## src/rtl/dst_pkg.sv

```systemverilog
// Package with constants and carrier types for the dword sync tracker.
package dst_pkg;
    // ------------------------------------------------------------
    // Character and timing constants
    // ------------------------------------------------------------
    localparam logic [7:0] DST_K28_5 = 8'hBC;
    localparam logic [7:0] DST_K28_3 = 8'h7C;
    localparam int DST_CLK_HZ = 20000000;
    localparam int DST_RESYNC_US = 1000;
    localparam int DST_RESYNC_CYCLES = DST_CLK_HZ / 1000000 * DST_RESYNC_US;
    localparam int DST_TMR_W = 16;

    // ------------------------------------------------------------
    // Types
    // ------------------------------------------------------------
    typedef enum logic [3:0] {
        DST_HUNT       = 4'h0,
        DST_ONE_GOOD   = 4'h1,
        DST_TWO_GOOD   = 4'h2,
        DST_LOCKED     = 4'h3,
        DST_ERR1       = 4'h4,
        DST_ERR1_RCV   = 4'h5,
        DST_ERR2       = 4'h6,
        DST_ERR2_RCV   = 4'h7,
        DST_ERR3       = 4'h8,
        DST_ERR3_RCV   = 4'h9
    } dst_state_e;

    // One received dword: characters first..last and control flags.
    typedef struct packed {
        logic [7:0] ch0;
        logic [7:0] ch1;
        logic [7:0] ch2;
        logic [7:0] ch3;
        logic [3:0] is_k;
        logic code_err;
    } dst_dword_s;

    typedef struct packed {
        dst_state_e state;
        logic [DST_TMR_W-1:0] timer;
        logic timer_run;
        logic timeout;
        logic hunting;
        logic find_dword;
        logic sync_dropped_msg;
        logic fwd_valid;
        logic [31:0] fwd_data;
        logic [3:0] fwd_k;
        logic locked;
    } dst_regs_s;
endpackage

```

## src/rtl/dst_dword_sync_fsm.sv

```systemverilog
// Receive dword synchronization state machine with dword classifier.
//
// Summary of operation
// - One-good state: primitive advances; invalid or timeout returns to hunt.
// - Two-good state: primitive locks; invalid or timeout returns to hunt.
// - On lock forward the locking primitive and every later dword but the one dropping sync.
// - Locked ignores valid dwords; first invalid goes to one-error.
// - One-error: valid goes recovering, invalid goes two-error.
// - One-error-recovering: valid relocks, invalid goes two-error.
// - Two-error: valid goes recovering, invalid goes three-error.
// - Two-error-recovering: valid back to one-error, invalid to three-error.
// - Three-error: valid recovers; invalid sends sync dropped, back to hunt.
// - Three-error-recovering: valid to two-error; invalid drops sync.
// - Target holds spin-up after out-of-band detect until power grants it.
// - Expander may hold spin-up; reported and released by management.
// - Primitive only when first character is one of two control codes.
// - Native primitives lead K28.5, SATA ones K28.3, then data characters.
// - Characters handled in transmission order, no byte reordering.
// - Resync timeout starts at 1 ms when hunting begins on start.
// - Every aligned dword is classified invalid, primitive or data.
// - Hunt moves to one-good after a hunt request and a primitive.
// - Dwords are not forwarded while synchronization is not held.
`timescale 1ns/100ps
module dst_dword_sync_fsm
    import dst_pkg::*;
#(
    parameter int RESYNC_CYCLES = DST_RESYNC_CYCLES
) (
    // Clock and reset
    input wire logic CORE_CLK,
    input wire logic RESET_N,
    // Control from phy reset sequencer and management
    input wire logic START_REQ,
    input wire logic STOP_REQ,
    input wire logic DISABLE_REQ,
    input wire logic MGMT_RESET,
    input wire logic SYNC_RESET,
    // Spin-up hold controls
    input wire logic OOB_SAS_SEEN,
    input wire logic SPINUP_GRANT,
    input wire logic HOLD_ENABLE,
    input wire logic HOLD_RELEASE,
    // Aligned dword stream from the receiver
    input wire logic DWORD_VALID,
    input wire dst_dword_s DWORD_IN,
    // Messages to phy reset sequencer and aligner
    output logic FIND_DWORD,
    output logic SYNC_DROPPED,
    output logic RESYNC_TIMEOUT,
    output logic SYNC_LOCKED,
    // Forwarded stream to link layer
    output logic FWD_VALID,
    output logic [31:0] FWD_DATA,
    output logic [3:0] FWD_K,
    // Spin-up hold
    output logic SPINUP_ALLOW,
    output logic SPINUP_HELD
);
    localparam logic [DST_TMR_W-1:0] TMR_LOAD =
        DST_TMR_W'(RESYNC_CYCLES - 1);

    dst_regs_s r;
    dst_regs_s next_r;
    logic spin_allow;
    logic next_spin_allow;
    logic spin_held;
    logic next_spin_held;
    logic sas_seen;
    logic next_sas_seen;

    // ------------------------------------------------------------
    // Classification
    // ------------------------------------------------------------
    logic lead_ok;
    logic tail_data;
    logic is_prim;
    logic is_invalid;
    logic is_good;

    always_comb begin
        lead_ok = DWORD_IN.is_k[3] &&
            (DWORD_IN.ch0 == DST_K28_5 || DWORD_IN.ch0 == DST_K28_3);
        tail_data = (DWORD_IN.is_k[2:0] == 3'h0);
        is_invalid = DWORD_VALID &&
            (DWORD_IN.code_err || (DWORD_IN.is_k[3] && !lead_ok) ||
             (DWORD_IN.is_k[2:0] != 3'h0));
        is_prim = DWORD_VALID && !is_invalid && lead_ok && tail_data;
        is_good = DWORD_VALID && !is_invalid;
    end

    // ------------------------------------------------------------
    // Next state
    // ------------------------------------------------------------
    always_comb begin
        next_r = r;
        next_r.sync_dropped_msg = 1'b0;
        next_r.find_dword = 1'b0;
        next_r.fwd_valid = 1'b0;
        next_spin_allow = spin_allow;
        next_spin_held = spin_held;
        next_sas_seen = sas_seen;

        // Timer keeps running through the climb; timeout is sticky.
        if (r.timer_run) begin
            if (r.timer == '0) begin
                next_r.timeout = 1'b1;
                next_r.timer_run = 1'b0;
            end else begin
                next_r.timer = r.timer - 1'b1;
            end
        end

        case (r.state)
            DST_HUNT: begin
                if (START_REQ) begin
                    next_r.hunting = 1'b1;
                    next_r.find_dword = 1'b1;
                    next_r.timer = TMR_LOAD;
                    next_r.timer_run = 1'b1;
                    next_r.timeout = 1'b0;
                end else if (r.hunting && is_prim) begin
                    next_r.state = DST_ONE_GOOD;
                end
            end
            DST_ONE_GOOD: begin
                if (is_invalid || r.timeout) begin
                    next_r.state = DST_HUNT;
                    next_r.find_dword = 1'b1;
                end else if (is_prim) begin
                    next_r.state = DST_TWO_GOOD;
                end
            end
            DST_TWO_GOOD: begin
                if (is_invalid || r.timeout) begin
                    next_r.state = DST_HUNT;
                    next_r.find_dword = 1'b1;
                end else if (is_prim) begin
                    next_r.state = DST_LOCKED;
                    next_r.timer_run = 1'b0;
                end
            end
            DST_LOCKED: begin
                if (is_invalid) begin
                    next_r.state = DST_ERR1;
                end
            end
            DST_ERR1: begin
                if (is_invalid) begin
                    next_r.state = DST_ERR2;
                end else if (is_good) begin
                    next_r.state = DST_ERR1_RCV;
                end
            end
            DST_ERR1_RCV: begin
                if (is_invalid) begin
                    next_r.state = DST_ERR2;
                end else if (is_good) begin
                    next_r.state = DST_LOCKED;
                end
            end
            DST_ERR2: begin
                if (is_invalid) begin
                    next_r.state = DST_ERR3;
                end else if (is_good) begin
                    next_r.state = DST_ERR2_RCV;
                end
            end
            DST_ERR2_RCV: begin
                if (is_invalid) begin
                    next_r.state = DST_ERR3;
                end else if (is_good) begin
                    next_r.state = DST_ERR1;
                end
            end
            DST_ERR3, DST_ERR3_RCV: begin
                if (is_invalid) begin
                    next_r.sync_dropped_msg = 1'b1;
                    next_r.state = DST_HUNT;
                    next_r.hunting = 1'b1;
                    next_r.find_dword = 1'b1;
                end else if (is_good) begin
                    next_r.state = (r.state == DST_ERR3) ?
                        DST_ERR3_RCV : DST_ERR2;
                end
            end
            default: begin
                next_r.state = DST_HUNT;
            end
        endcase

        if (DWORD_VALID &&
            (r.state != DST_HUNT && r.state != DST_ONE_GOOD) &&
            !(r.state == DST_TWO_GOOD && !is_prim) &&
            next_r.state != DST_HUNT) begin
            next_r.fwd_valid = 1'b1;
            next_r.fwd_data = {DWORD_IN.ch0, DWORD_IN.ch1,
                               DWORD_IN.ch2, DWORD_IN.ch3};
            next_r.fwd_k = DWORD_IN.is_k;
        end

        if (SYNC_RESET || STOP_REQ || DISABLE_REQ || MGMT_RESET) begin
            next_r.state = DST_HUNT;
            next_r.hunting = 1'b0;
            next_r.timer_run = 1'b0;
            next_r.timeout = 1'b0;
            next_r.fwd_valid = 1'b0;
            next_r.find_dword = 1'b0;
            next_r.sync_dropped_msg = 1'b0;
        end
        next_r.locked = (next_r.state != DST_HUNT &&
                         next_r.state != DST_ONE_GOOD &&
                         next_r.state != DST_TWO_GOOD);

        // spin-up waits for grant after SAS out-of-band
        if (OOB_SAS_SEEN) begin
            next_sas_seen = 1'b1;
        end
        if (HOLD_ENABLE && !spin_held && !spin_allow) begin
            next_spin_held = 1'b1;
        end else if (HOLD_RELEASE) begin
            next_spin_held = 1'b0;
        end
        next_spin_allow = !next_spin_held &&
            (!(next_sas_seen) || SPINUP_GRANT || spin_allow);
    end

    // ------------------------------------------------------------
    // State registers
    // ------------------------------------------------------------
    always_ff @(posedge CORE_CLK or negedge RESET_N) begin
        if (!RESET_N) begin
            r <= '{state: DST_HUNT, timer: '0, fwd_data: '0,
                   fwd_k: '0, default: 1'b0};
            spin_allow <= 1'b0;
            spin_held <= 1'b0;
            sas_seen <= 1'b0;
        end else begin
            r <= next_r;
            spin_allow <= next_spin_allow;
            spin_held <= next_spin_held;
            sas_seen <= next_sas_seen;
        end
    end

    assign FIND_DWORD = r.find_dword;
    assign SYNC_DROPPED = r.sync_dropped_msg;
    assign RESYNC_TIMEOUT = r.timeout;
    assign SYNC_LOCKED = r.locked;
    assign FWD_VALID = r.fwd_valid;
    assign FWD_DATA = r.fwd_data;
    assign FWD_K = r.fwd_k;
    assign SPINUP_ALLOW = spin_allow;
    assign SPINUP_HELD = spin_held;
endmodule

```

## config.mk

```make
export PLATFORM = sky130hd
export DESIGN_NAME = dst_dword_sync_fsm
export DESIGN_NICKNAME = d
export VERILOG_FILES = /design/src/rtl/dst_pkg.sv /design/src/rtl/dst_dword_sync_fsm.sv
export SDC_FILE = /design/constraint.sdc
export NUM_CORES = 1
export LEC_CHECK = 0
export BUFFER_PORTS_ARGS = -buffer_cell sky130_fd_sc_hd__buf_2
export CORE_ASPECT_RATIO = 0.6
export CORE_MARGIN = 2
export CORE_UTILIZATION = 45
export DETAILED_ROUTE_END_ITERATION = 16
export PLACE_DENSITY_LB_ADDON = 0.1
export SYNTH_ARGS = -nofsm -noshare
export SYNTH_HDL_FRONTEND = slang
export SYNTH_SLANG_ARGS = --single-unit
```

## constraint.sdc

```tcl
create_clock -name CORE_CLK -period 2.4 [get_ports CORE_CLK]
set_input_delay 0 -clock CORE_CLK [delete_from_list [all_inputs] [get_ports CORE_CLK]]
set_output_delay 0 -clock CORE_CLK [all_outputs]
set_load 0.02 [all_outputs]
```

==> results of run 1 <==
-- cell families (layout without fill, tap and decap cells) --
| group | Yosys count | in the layout | synth area share (%) |
|---|---|---|---|
| and+or+nand+nor | 96 | 96 | 14.51 |
| DFF | 66 | 66 | 47.29 |
| buffers and inverters | 60 | 197 | 10.96 |
| AOI/OAI and AO/OA | 43 | 43 | 8.241 |
| muxes | 37 | 37 | 15.01 |
| xor gates and xnor gates | 13 | 13 | 3.261 |
| adders and majority gates | 2 | 2 | 0.7165 |
-- worst paths after layout --
kind                        startpoint           end  slack, ns
min in group asynchronous      RESET_N  SYNC_DROPPED       0.21
max in group asynchronous      RESET_N         r[59]       1.89
hold / removal             DISABLE_REQ    FIND_DWORD       0.03
setup / recovery                 r[59]   FWD_DATA[2]      -0.04
hold reg to reg               sas_seen      sas_seen       0.44
setup reg to reg                 r[59]   FWD_DATA[2]      -0.04
-- state kept, by name, summed over array words and instances, names as in the netlist --
signal and flops:
FWD_K 4, RESYNC_TIMEOUT 1, SPINUP_HELD 1, SYNC_DROPPED 1
r 22, SYNC_LOCKED 1, FWD_VALID 1, FIND_DWORD 1
sas_seen 1, SPINUP_ALLOW 1, FWD_DATA 32
-- synthesized netlist by cell type (all sizes together) --
cell     instances  share of area (%)
a21oi           12                1.7
a221oi           1               0.43
a22oi            1               0.22
a31oi            4                1.1
and2             2               0.36
and3             3               0.54
and4b            1               0.29
buf             39                8.7
clkbuf          11                1.2
dfrtp           66                 47
ha               2               0.72
inv             10                1.1
mux2            36                 15
mux2i            1               0.29
nand2           21                2.3
nand2b           1               0.18
nand3            5               0.72
nand4            4               0.72
nor2            27                3.0
nor2b            1               0.18
nor3            10                1.4
nor4             8                1.6
nor4b            1               0.68
o2111a           1               0.32
o2111ai          1               0.25
o211ai           1               0.22
o21a             3               0.64
o21ai           12                1.7
o221ai           1               0.25
o22a             1               0.25
o22ai            2               0.36
o311ai           1               0.25
o31ai            1               0.22
o41ai            1               0.25
or2              2               0.36
or3              3               0.54
or3b             2               0.50
or4              5                1.2
xnor2           11                2.8
xor2             2               0.50
-- metal layers --
layer	vias to the layer above	GRT usage (%)	share of wire (%)
met5	-	0	0
met4	0	5.622	0.75
met3	8	6.840	7.3
met2	112	30.56	44
met1	1356	30.16	48
li1	1344	-	-
-- cell type report --
| class | instances | area, um^2 |
|---|---|---|
| fillers | 582 | 2484 |
| flip-flops and latches | 66 | 1654 |
| multi-input cells | 191 | 1525 |
| repair buffers | 171 | 1254 |
| clock buffers | 9 | 225.2 |
| well taps | 104 | 130.1 |
| clock inverters | 7 | 77.57 |
| inverters | 10 | 37.54 |
-- metrics by stage --
| step | std cells | cell area [um^2] | utilization (%) | TNS (ns) |
|---|---|---|---|---|
| 6_report | 558 | 4903 | 66.38 | -0.5078 |
| 2_1_floorplan | 317 | 3510 | - | -8.090 |
| 3_3_place_gp | 493 | 4020 | 54.42 | -7.765 |
| 3_5_place_dp | 493 | 4020 | 54.42 | -9.656 |
| 5_1_grt | 558 | 4903 | 66.38 | -2.634 |
| 4_1_cts | 551 | 4743 | 64.21 | 0 |
-- worst register-to-register path, delay by kind of cell, from the launching register on --
| kind | cells | cell delay [ns] |
|---|---|---|
| AOI/OAI and AO/OA | 2 | 0.29 |
| buffers and inverters | 3 | 0.46 |
| DFF | 1 | 0.49 |
| muxes | 1 | 0.35 |
| and+or+nand+nor | 3 | 0.73 |
-- power by group through the flow --
stage / Sequential, mW / Combinational (mW) / Clock, mW
after floorplan: 1.23 / 0.175 / 0
after global placement: 1.21 / 0.286 / 0
after detailed placement: 1.22 / 0.289 / 0
after CTS: 1.20 / 0.353 / 1.35
after global routing: 1.20 / 0.388 / 1.39
final: 1.20 / 0.358 / 1.31
-- repair_timing --
item / CTS / global route
endpoints found under the hold margin: 105 / 0
gates resized for setup: 0 / 14
setup buffers: 0 / 4
hold buffers: 42 / 0
setup endpoints to repair: 0 / 36
==> parameters.txt, run 1 <==
Parameter                              Value

Global routing
  Number of antenna violations at the first check in global routing ... 0
  Overall overflow remaining after global route ... 0
  Number of global-route vias before repair ... 2,751
  Overall routing resource usage ... 20.95%
  Pin count of the biggest net entering global routing ... 67
  Wire length of the first global-routing pass ... approximately 14 mm

Floorplan
  Initial standard-cell utilization of the core ... between 40% and 50%
  Die Y-Extent ... 72.24 um
  Horizontal extent of the die ... 117.7 um
  IO Count ... 92
  Row Count ... 24
  Area inside the core boundary ... between 0.007 and 0.008 mm^2
  Overall die area ... 0.008504 mm^2

Yosys
  Sequential area share after synthesis ... 47.29%
  Cell area after synthesis ... 0.003492 mm^2
  Synthesized area per cell ... between 10 and 15 um^2
  Post-Syn Instances ... 317
  Number of different library cells in the post-synthesis netlist ... 48
  Syn nets ... between 300 and 400
  Synth Register Bits ... 66
  Yosys warnings ... 0

Drt
  Final WL ... approximately 8.9 mm
  DR pass1 iterations ... 4
  Routed WL per cell ... approximately 16 um
  Residual DRC count ... 0
  Final ANT Viol Nets ... 0
  DR vias ... 2,820
  Via density per instance ... 5.054
  Starting DRT DRC Count ... approximately 170

Placement
  Setup slack at placement ... -0.2824 ns
  Final weighted congestion in routability-driven placement ... 0.9126
  Port buffer count ... 91
  Half-perimeter wire length after detailed placement ... ~5.7 mm

STA
  Final worst path period share ... 101.5%
  Final Worst Setup Slack ... -0.03548 ns
  Pins Over Slew Limit ... 0
  Post-Route Skew ... 0.004485 ns
  Number of endpoints with negative hold slack in the final report ... 0
  Number of setup violations in the final report ... 31
  Slew @ Worst Pin ... 0.7983 ns
  Hold slack final ... ~0.035 ns
  Minimum clock period ... 2.435 ns
  Worst-case headroom to the max-slew limit ... 46.29%
  RSZ-0062 raised after global routing ... true
  Maximum clock frequency ... 0.4106 GHz

Power
  Combinational power share ... 12.5%
  Net switching share of the total power ... around 25%
  Relative contribution of the clock network to total power ... between 40% and 50%
  Cell Int Power ... 2.148 mW
  Total power ... 2.861 mW
  Pwr Density ... roughly 580 mW/mm^2
  NetSw ... 0.7124 mW
  Power share of the sequential group ... 41.9%
  Maximum ir drop on the vdd rail ... 0.3430 mV
  Leakage power total ... about 2.3 nW

Critical path
  Cell repeated most along the worst path ... sky130_fd_sc_hd__buf_12
  Total number of cells along the worst setup path ... 9
  Critical Path End Type ... flip-flop
  CP Data Arrival Time ... about 2.6 ns
  Depth of the most critical reg-to-reg path ... 9
  Delay-heaviest family, CP ... simple AND/OR/NAND/NOR gates
  Worst Setup Path Type ... flip-flop to flip-flop
  Critical path fanouts, max ... 9
  Total buffers and inverters traversed by the critical path ... 3
  CP Launch Type ... flip-flop
  Max stage delay on crit path ... 0.49 ns
  Slowest CP cell ... sky130_fd_sc_hd__dfrtp_2
  Cell-by-cell trace of the critical path ... buf_4 -> nor4_2 -> nand4_1 -> or3b_4 -> a221oi_4 -> a31oi_4 -> buf_12 -> buf_12 -> mux2_2
  WP data required ... 2.61 ns

Job
  Max capacitance violation total ... 0

Clocking
  Number of buffers inserted during clock tree synthesis ... 9
  Longest Clk Path Bufs ... 2
  Cell chosen for the clock root ... sky130_fd_sc_hd__clkbuf_16
  Number of clock sinks ... 66
  Clock latency at the later pin of the worst-skew pair ... 0.32 ns
  Clock-pin slew on the worst setup and hold paths ... 0.06 ns
  TritonCTS clock tree ... done
  Count of H-tree levels built during CTS ... 3

Run status
  Violations in the final reports ... negative setup slack
  Outcome ... complete, but fails checks

Cells and area
  Net count, final ... 500
  Area growth from synthesis to layout ... 40.42%
  Most common cell after layout, fill and taps aside ... sky130_fd_sc_hd__buf_2
  Share of layout cells above drive strength 1 ... 44.27%
  Inserted Diodes ... 0
  Commonest cells after routing, fill and taps aside ... sky130_fd_sc_hd__buf_2 (91), sky130_fd_sc_hd__dfrtp_1 (64), sky130_fd_sc_hd__dlygate4sd3_1 (42), sky130_fd_sc_hd__buf_4 (30), sky130_fd_sc_hd__mux2_4 (29)

Min path
  Tightest Hold Check Type ... input port to flip-flop
  Instance count along the most critical hold path ... 4
No activity file was read; power rests on OpenSTA's default activity.
==> run 2, diff against run 1 <==
Settings changed: CORE_ASPECT_RATIO 0.6 to not set.
==> parameters.txt, run 2 (same netlist as run 1, synthesis figures left out) <==
Parameter                              Value

Power
  Maximum ir drop on the vdd rail ... 0.3268 mV
  Leakage power total ... 2.290 nW
  Relative contribution of the clock network to total power ... between 40 and 50%
  Power share of the sequential group ... 45.7%
  Pwr Density ... ~540 mW/mm^2
  Cell Int Power ... roughly 1.9 mW
  Combinational power share ... 13.2%
  Net switching share of the total power ... 26.16%
  NetSw ... 0.6826 mW

Drt
  Routed WL per cell ... 15.06 um
  Final WL ... 8.421 mm
  Residual DRC count ... 0
  DR pass1 iterations ... 4
  Final ANT Viol Nets ... 0
  DR vias ... 2,782
  Starting DRT DRC Count ... 84
  Via density per instance ... 4.977

Floorplan
  Row Count ... 32
  Area inside the core boundary ... 0.007607 mm^2
  Die Y-Extent ... 92.09 um
  Horizontal extent of the die ... 92.09 um
  IO Count ... 92
  Overall die area ... 0.008481 mm^2
  Initial standard-cell utilization of the core ... 45.90%

Clocking
  Cell chosen for the clock root ... sky130_fd_sc_hd__clkbuf_8
  Clock latency at the later pin of the worst-skew pair ... 0.35 ns
  Longest Clk Path Bufs ... 2
  Count of H-tree levels built during CTS ... 3
  Number of buffers inserted during clock tree synthesis ... 9
  TritonCTS clock tree ... done
  Number of clock sinks ... 66
  Clock-pin slew on the worst setup and hold paths ... 0.08 ns

STA
  Maximum clock frequency ... about 0.41 GHz
  Hold slack final ... 0.004695 ns
  Final worst path period share ... 100.4%
  Number of setup violations in the final report ... 12
  Number of endpoints with negative hold slack in the final report ... 0
  Post-Route Skew ... 0.01748 ns
  Worst-case headroom to the max-slew limit ... roughly 44%
  Final Worst Setup Slack ... -0.01045 ns
  RSZ-0062 raised after global routing ... true
  Minimum clock period ... 2.410 ns
  Pins Over Slew Limit ... 0
  Slew @ Worst Pin ... 0.8383 ns

Global routing
  Overall overflow remaining after global route ... 0
  Number of antenna violations at the first check in global routing ... 0
  Pin count of the biggest net entering global routing ... 67
  Overall routing resource usage ... 20.06%
  Wire length of the first global-routing pass ... 13.20 mm
  Number of global-route vias before repair ... around 2,700

Critical path
  WP data required ... 2.63 ns
  CP Launch Type ... flip-flop
  Cell-by-cell trace of the critical path ... buf_6 -> buf_6 -> buf_4 -> nor3_1 -> nand3_1 -> nand2_1 -> a221oi_4 -> a31oi_4 -> buf_12 -> buf_16 -> mux2_4
  Critical Path End Type ... flip-flop
  CP Data Arrival Time ... 2.64 ns
  Critical path fanouts, max ... 7
  Max stage delay on crit path ... between 0.4 and 0.5 ns
  Delay-heaviest family, CP ... buffers and inverters
  Cell repeated most along the worst path ... sky130_fd_sc_hd__buf_6
  Slowest CP cell ... sky130_fd_sc_hd__dfrtp_2
  Total buffers and inverters traversed by the critical path ... 5
  Worst Setup Path Type ... flip-flop to flip-flop

Job
  Max capacitance violation total ... 0

Cells and area
  Net count, final ... 503
  Most common cell after layout, fill and taps aside ... sky130_fd_sc_hd__buf_2
  Inserted Diodes ... 0
  Area growth from synthesis to layout ... 39.27%
  Filler Cells Inserted ... 599
  Number of flip-flops under the largest register name ... 32
  Commonest cells after routing, fill and taps aside ... sky130_fd_sc_hd__buf_2 (91), sky130_fd_sc_hd__dfrtp_1 (61), sky130_fd_sc_hd__dlygate4sd3_1 (40), sky130_fd_sc_hd__buf_4 (34), sky130_fd_sc_hd__mux2_4 (29)
  Share of layout cells above drive strength 1 ... 46.39%

Placement
  Half-perimeter wire length after detailed placement ... 5.214 mm
  Port buffer count ... just over 90
  Final weighted congestion in routability-driven placement ... 0.8750
  Setup slack at placement ... -0.2678 ns

Min path
  Tightest Hold Check Type ... input port to flip-flop

Run status
  Violations in the final reports ... negative setup slack
  Outcome ... complete, but fails checks
-- run 2: worst register-to-register path, delay by kind of cell, from the launching register on --
family,cells,cell delay [ns]
buffers and inverters,5,0.69
DFF,1,0.47
and+or+nand+nor,3,0.55
muxes,1,0.30
AOI/OAI and AO/OA,2,0.30
-- run 2: per-layer routing --
metal | GRT usage [%] | part of all wire [%]
met5 | 0 | 0
met4 | 8.085 | 2.4
met3 | 3.698 | 5.6
met2 | 31.25 | 46
met1 | 27.73 | 46
-- run 2: path summary, 6_finish.rpt --
check	startpoint	to	slack [ns]	cells past startpoint
worst max-delay path	r[59]	FWD_DATA[4]	-0.01	11
worst min-delay path	DWORD_IN[1]	FWD_K[0]	0.005	3
worst max register to register	r[59]	FWD_DATA[4]	-0.01	11
worst min register to register	sas_seen	sas_seen	0.45	1
max in group asynchronous	RESET_N	RESYNC_TIMEOUT	1.43	3
min in group asynchronous	RESET_N	FWD_DATA[31]	0.38	3
-- run 2: metrics by stage --
step                      utilization, %  total power [mW]   TNS, ns  std cells  area, um^2
after detailed placement           52.88             1.496    -8.330        495        4023
after global routing               63.93             2.719    -2.769        559        4863
after CTS                          62.75             2.636    -1.188        557        4773
after floorplan                        -             1.403    -8.090        317        3510
final                              63.93             2.610  -0.05249        559        4863
after global placement             52.88             1.492    -7.477        495        4023
-- run 2: layout make-up --
class,count,area (um^2),area share [%]
well taps,102,127.6,2.624
clock inverters,7,102.6,2.110
flip-flops and latches,66,1658,34.09
clock buffers,9,123.9,2.547
multi-input cells,191,1548,31.82
repair buffers,174,1266,26.04
inverters,10,37.54,0.7718
-- run 2: power groups by stage --
stage,clock (mW),sequential (mW),combinational [mW]
after floorplan,0,1.23,0.175
after global placement,0,1.21,0.281
after detailed placement,0,1.21,0.284
after CTS,1.10,1.19,0.344
after global routing,1.15,1.20,0.375
final,1.07,1.19,0.344
-- run 2: timing repair --
action	in CTS	in global routing
resized for setup	9	22
hold buffers	40	0
pin swaps	6	10
gates cloned	2	0
buffers inserted	4	3
setup endpoints to repair	28	38
endpoints found under the hold margin	103	0
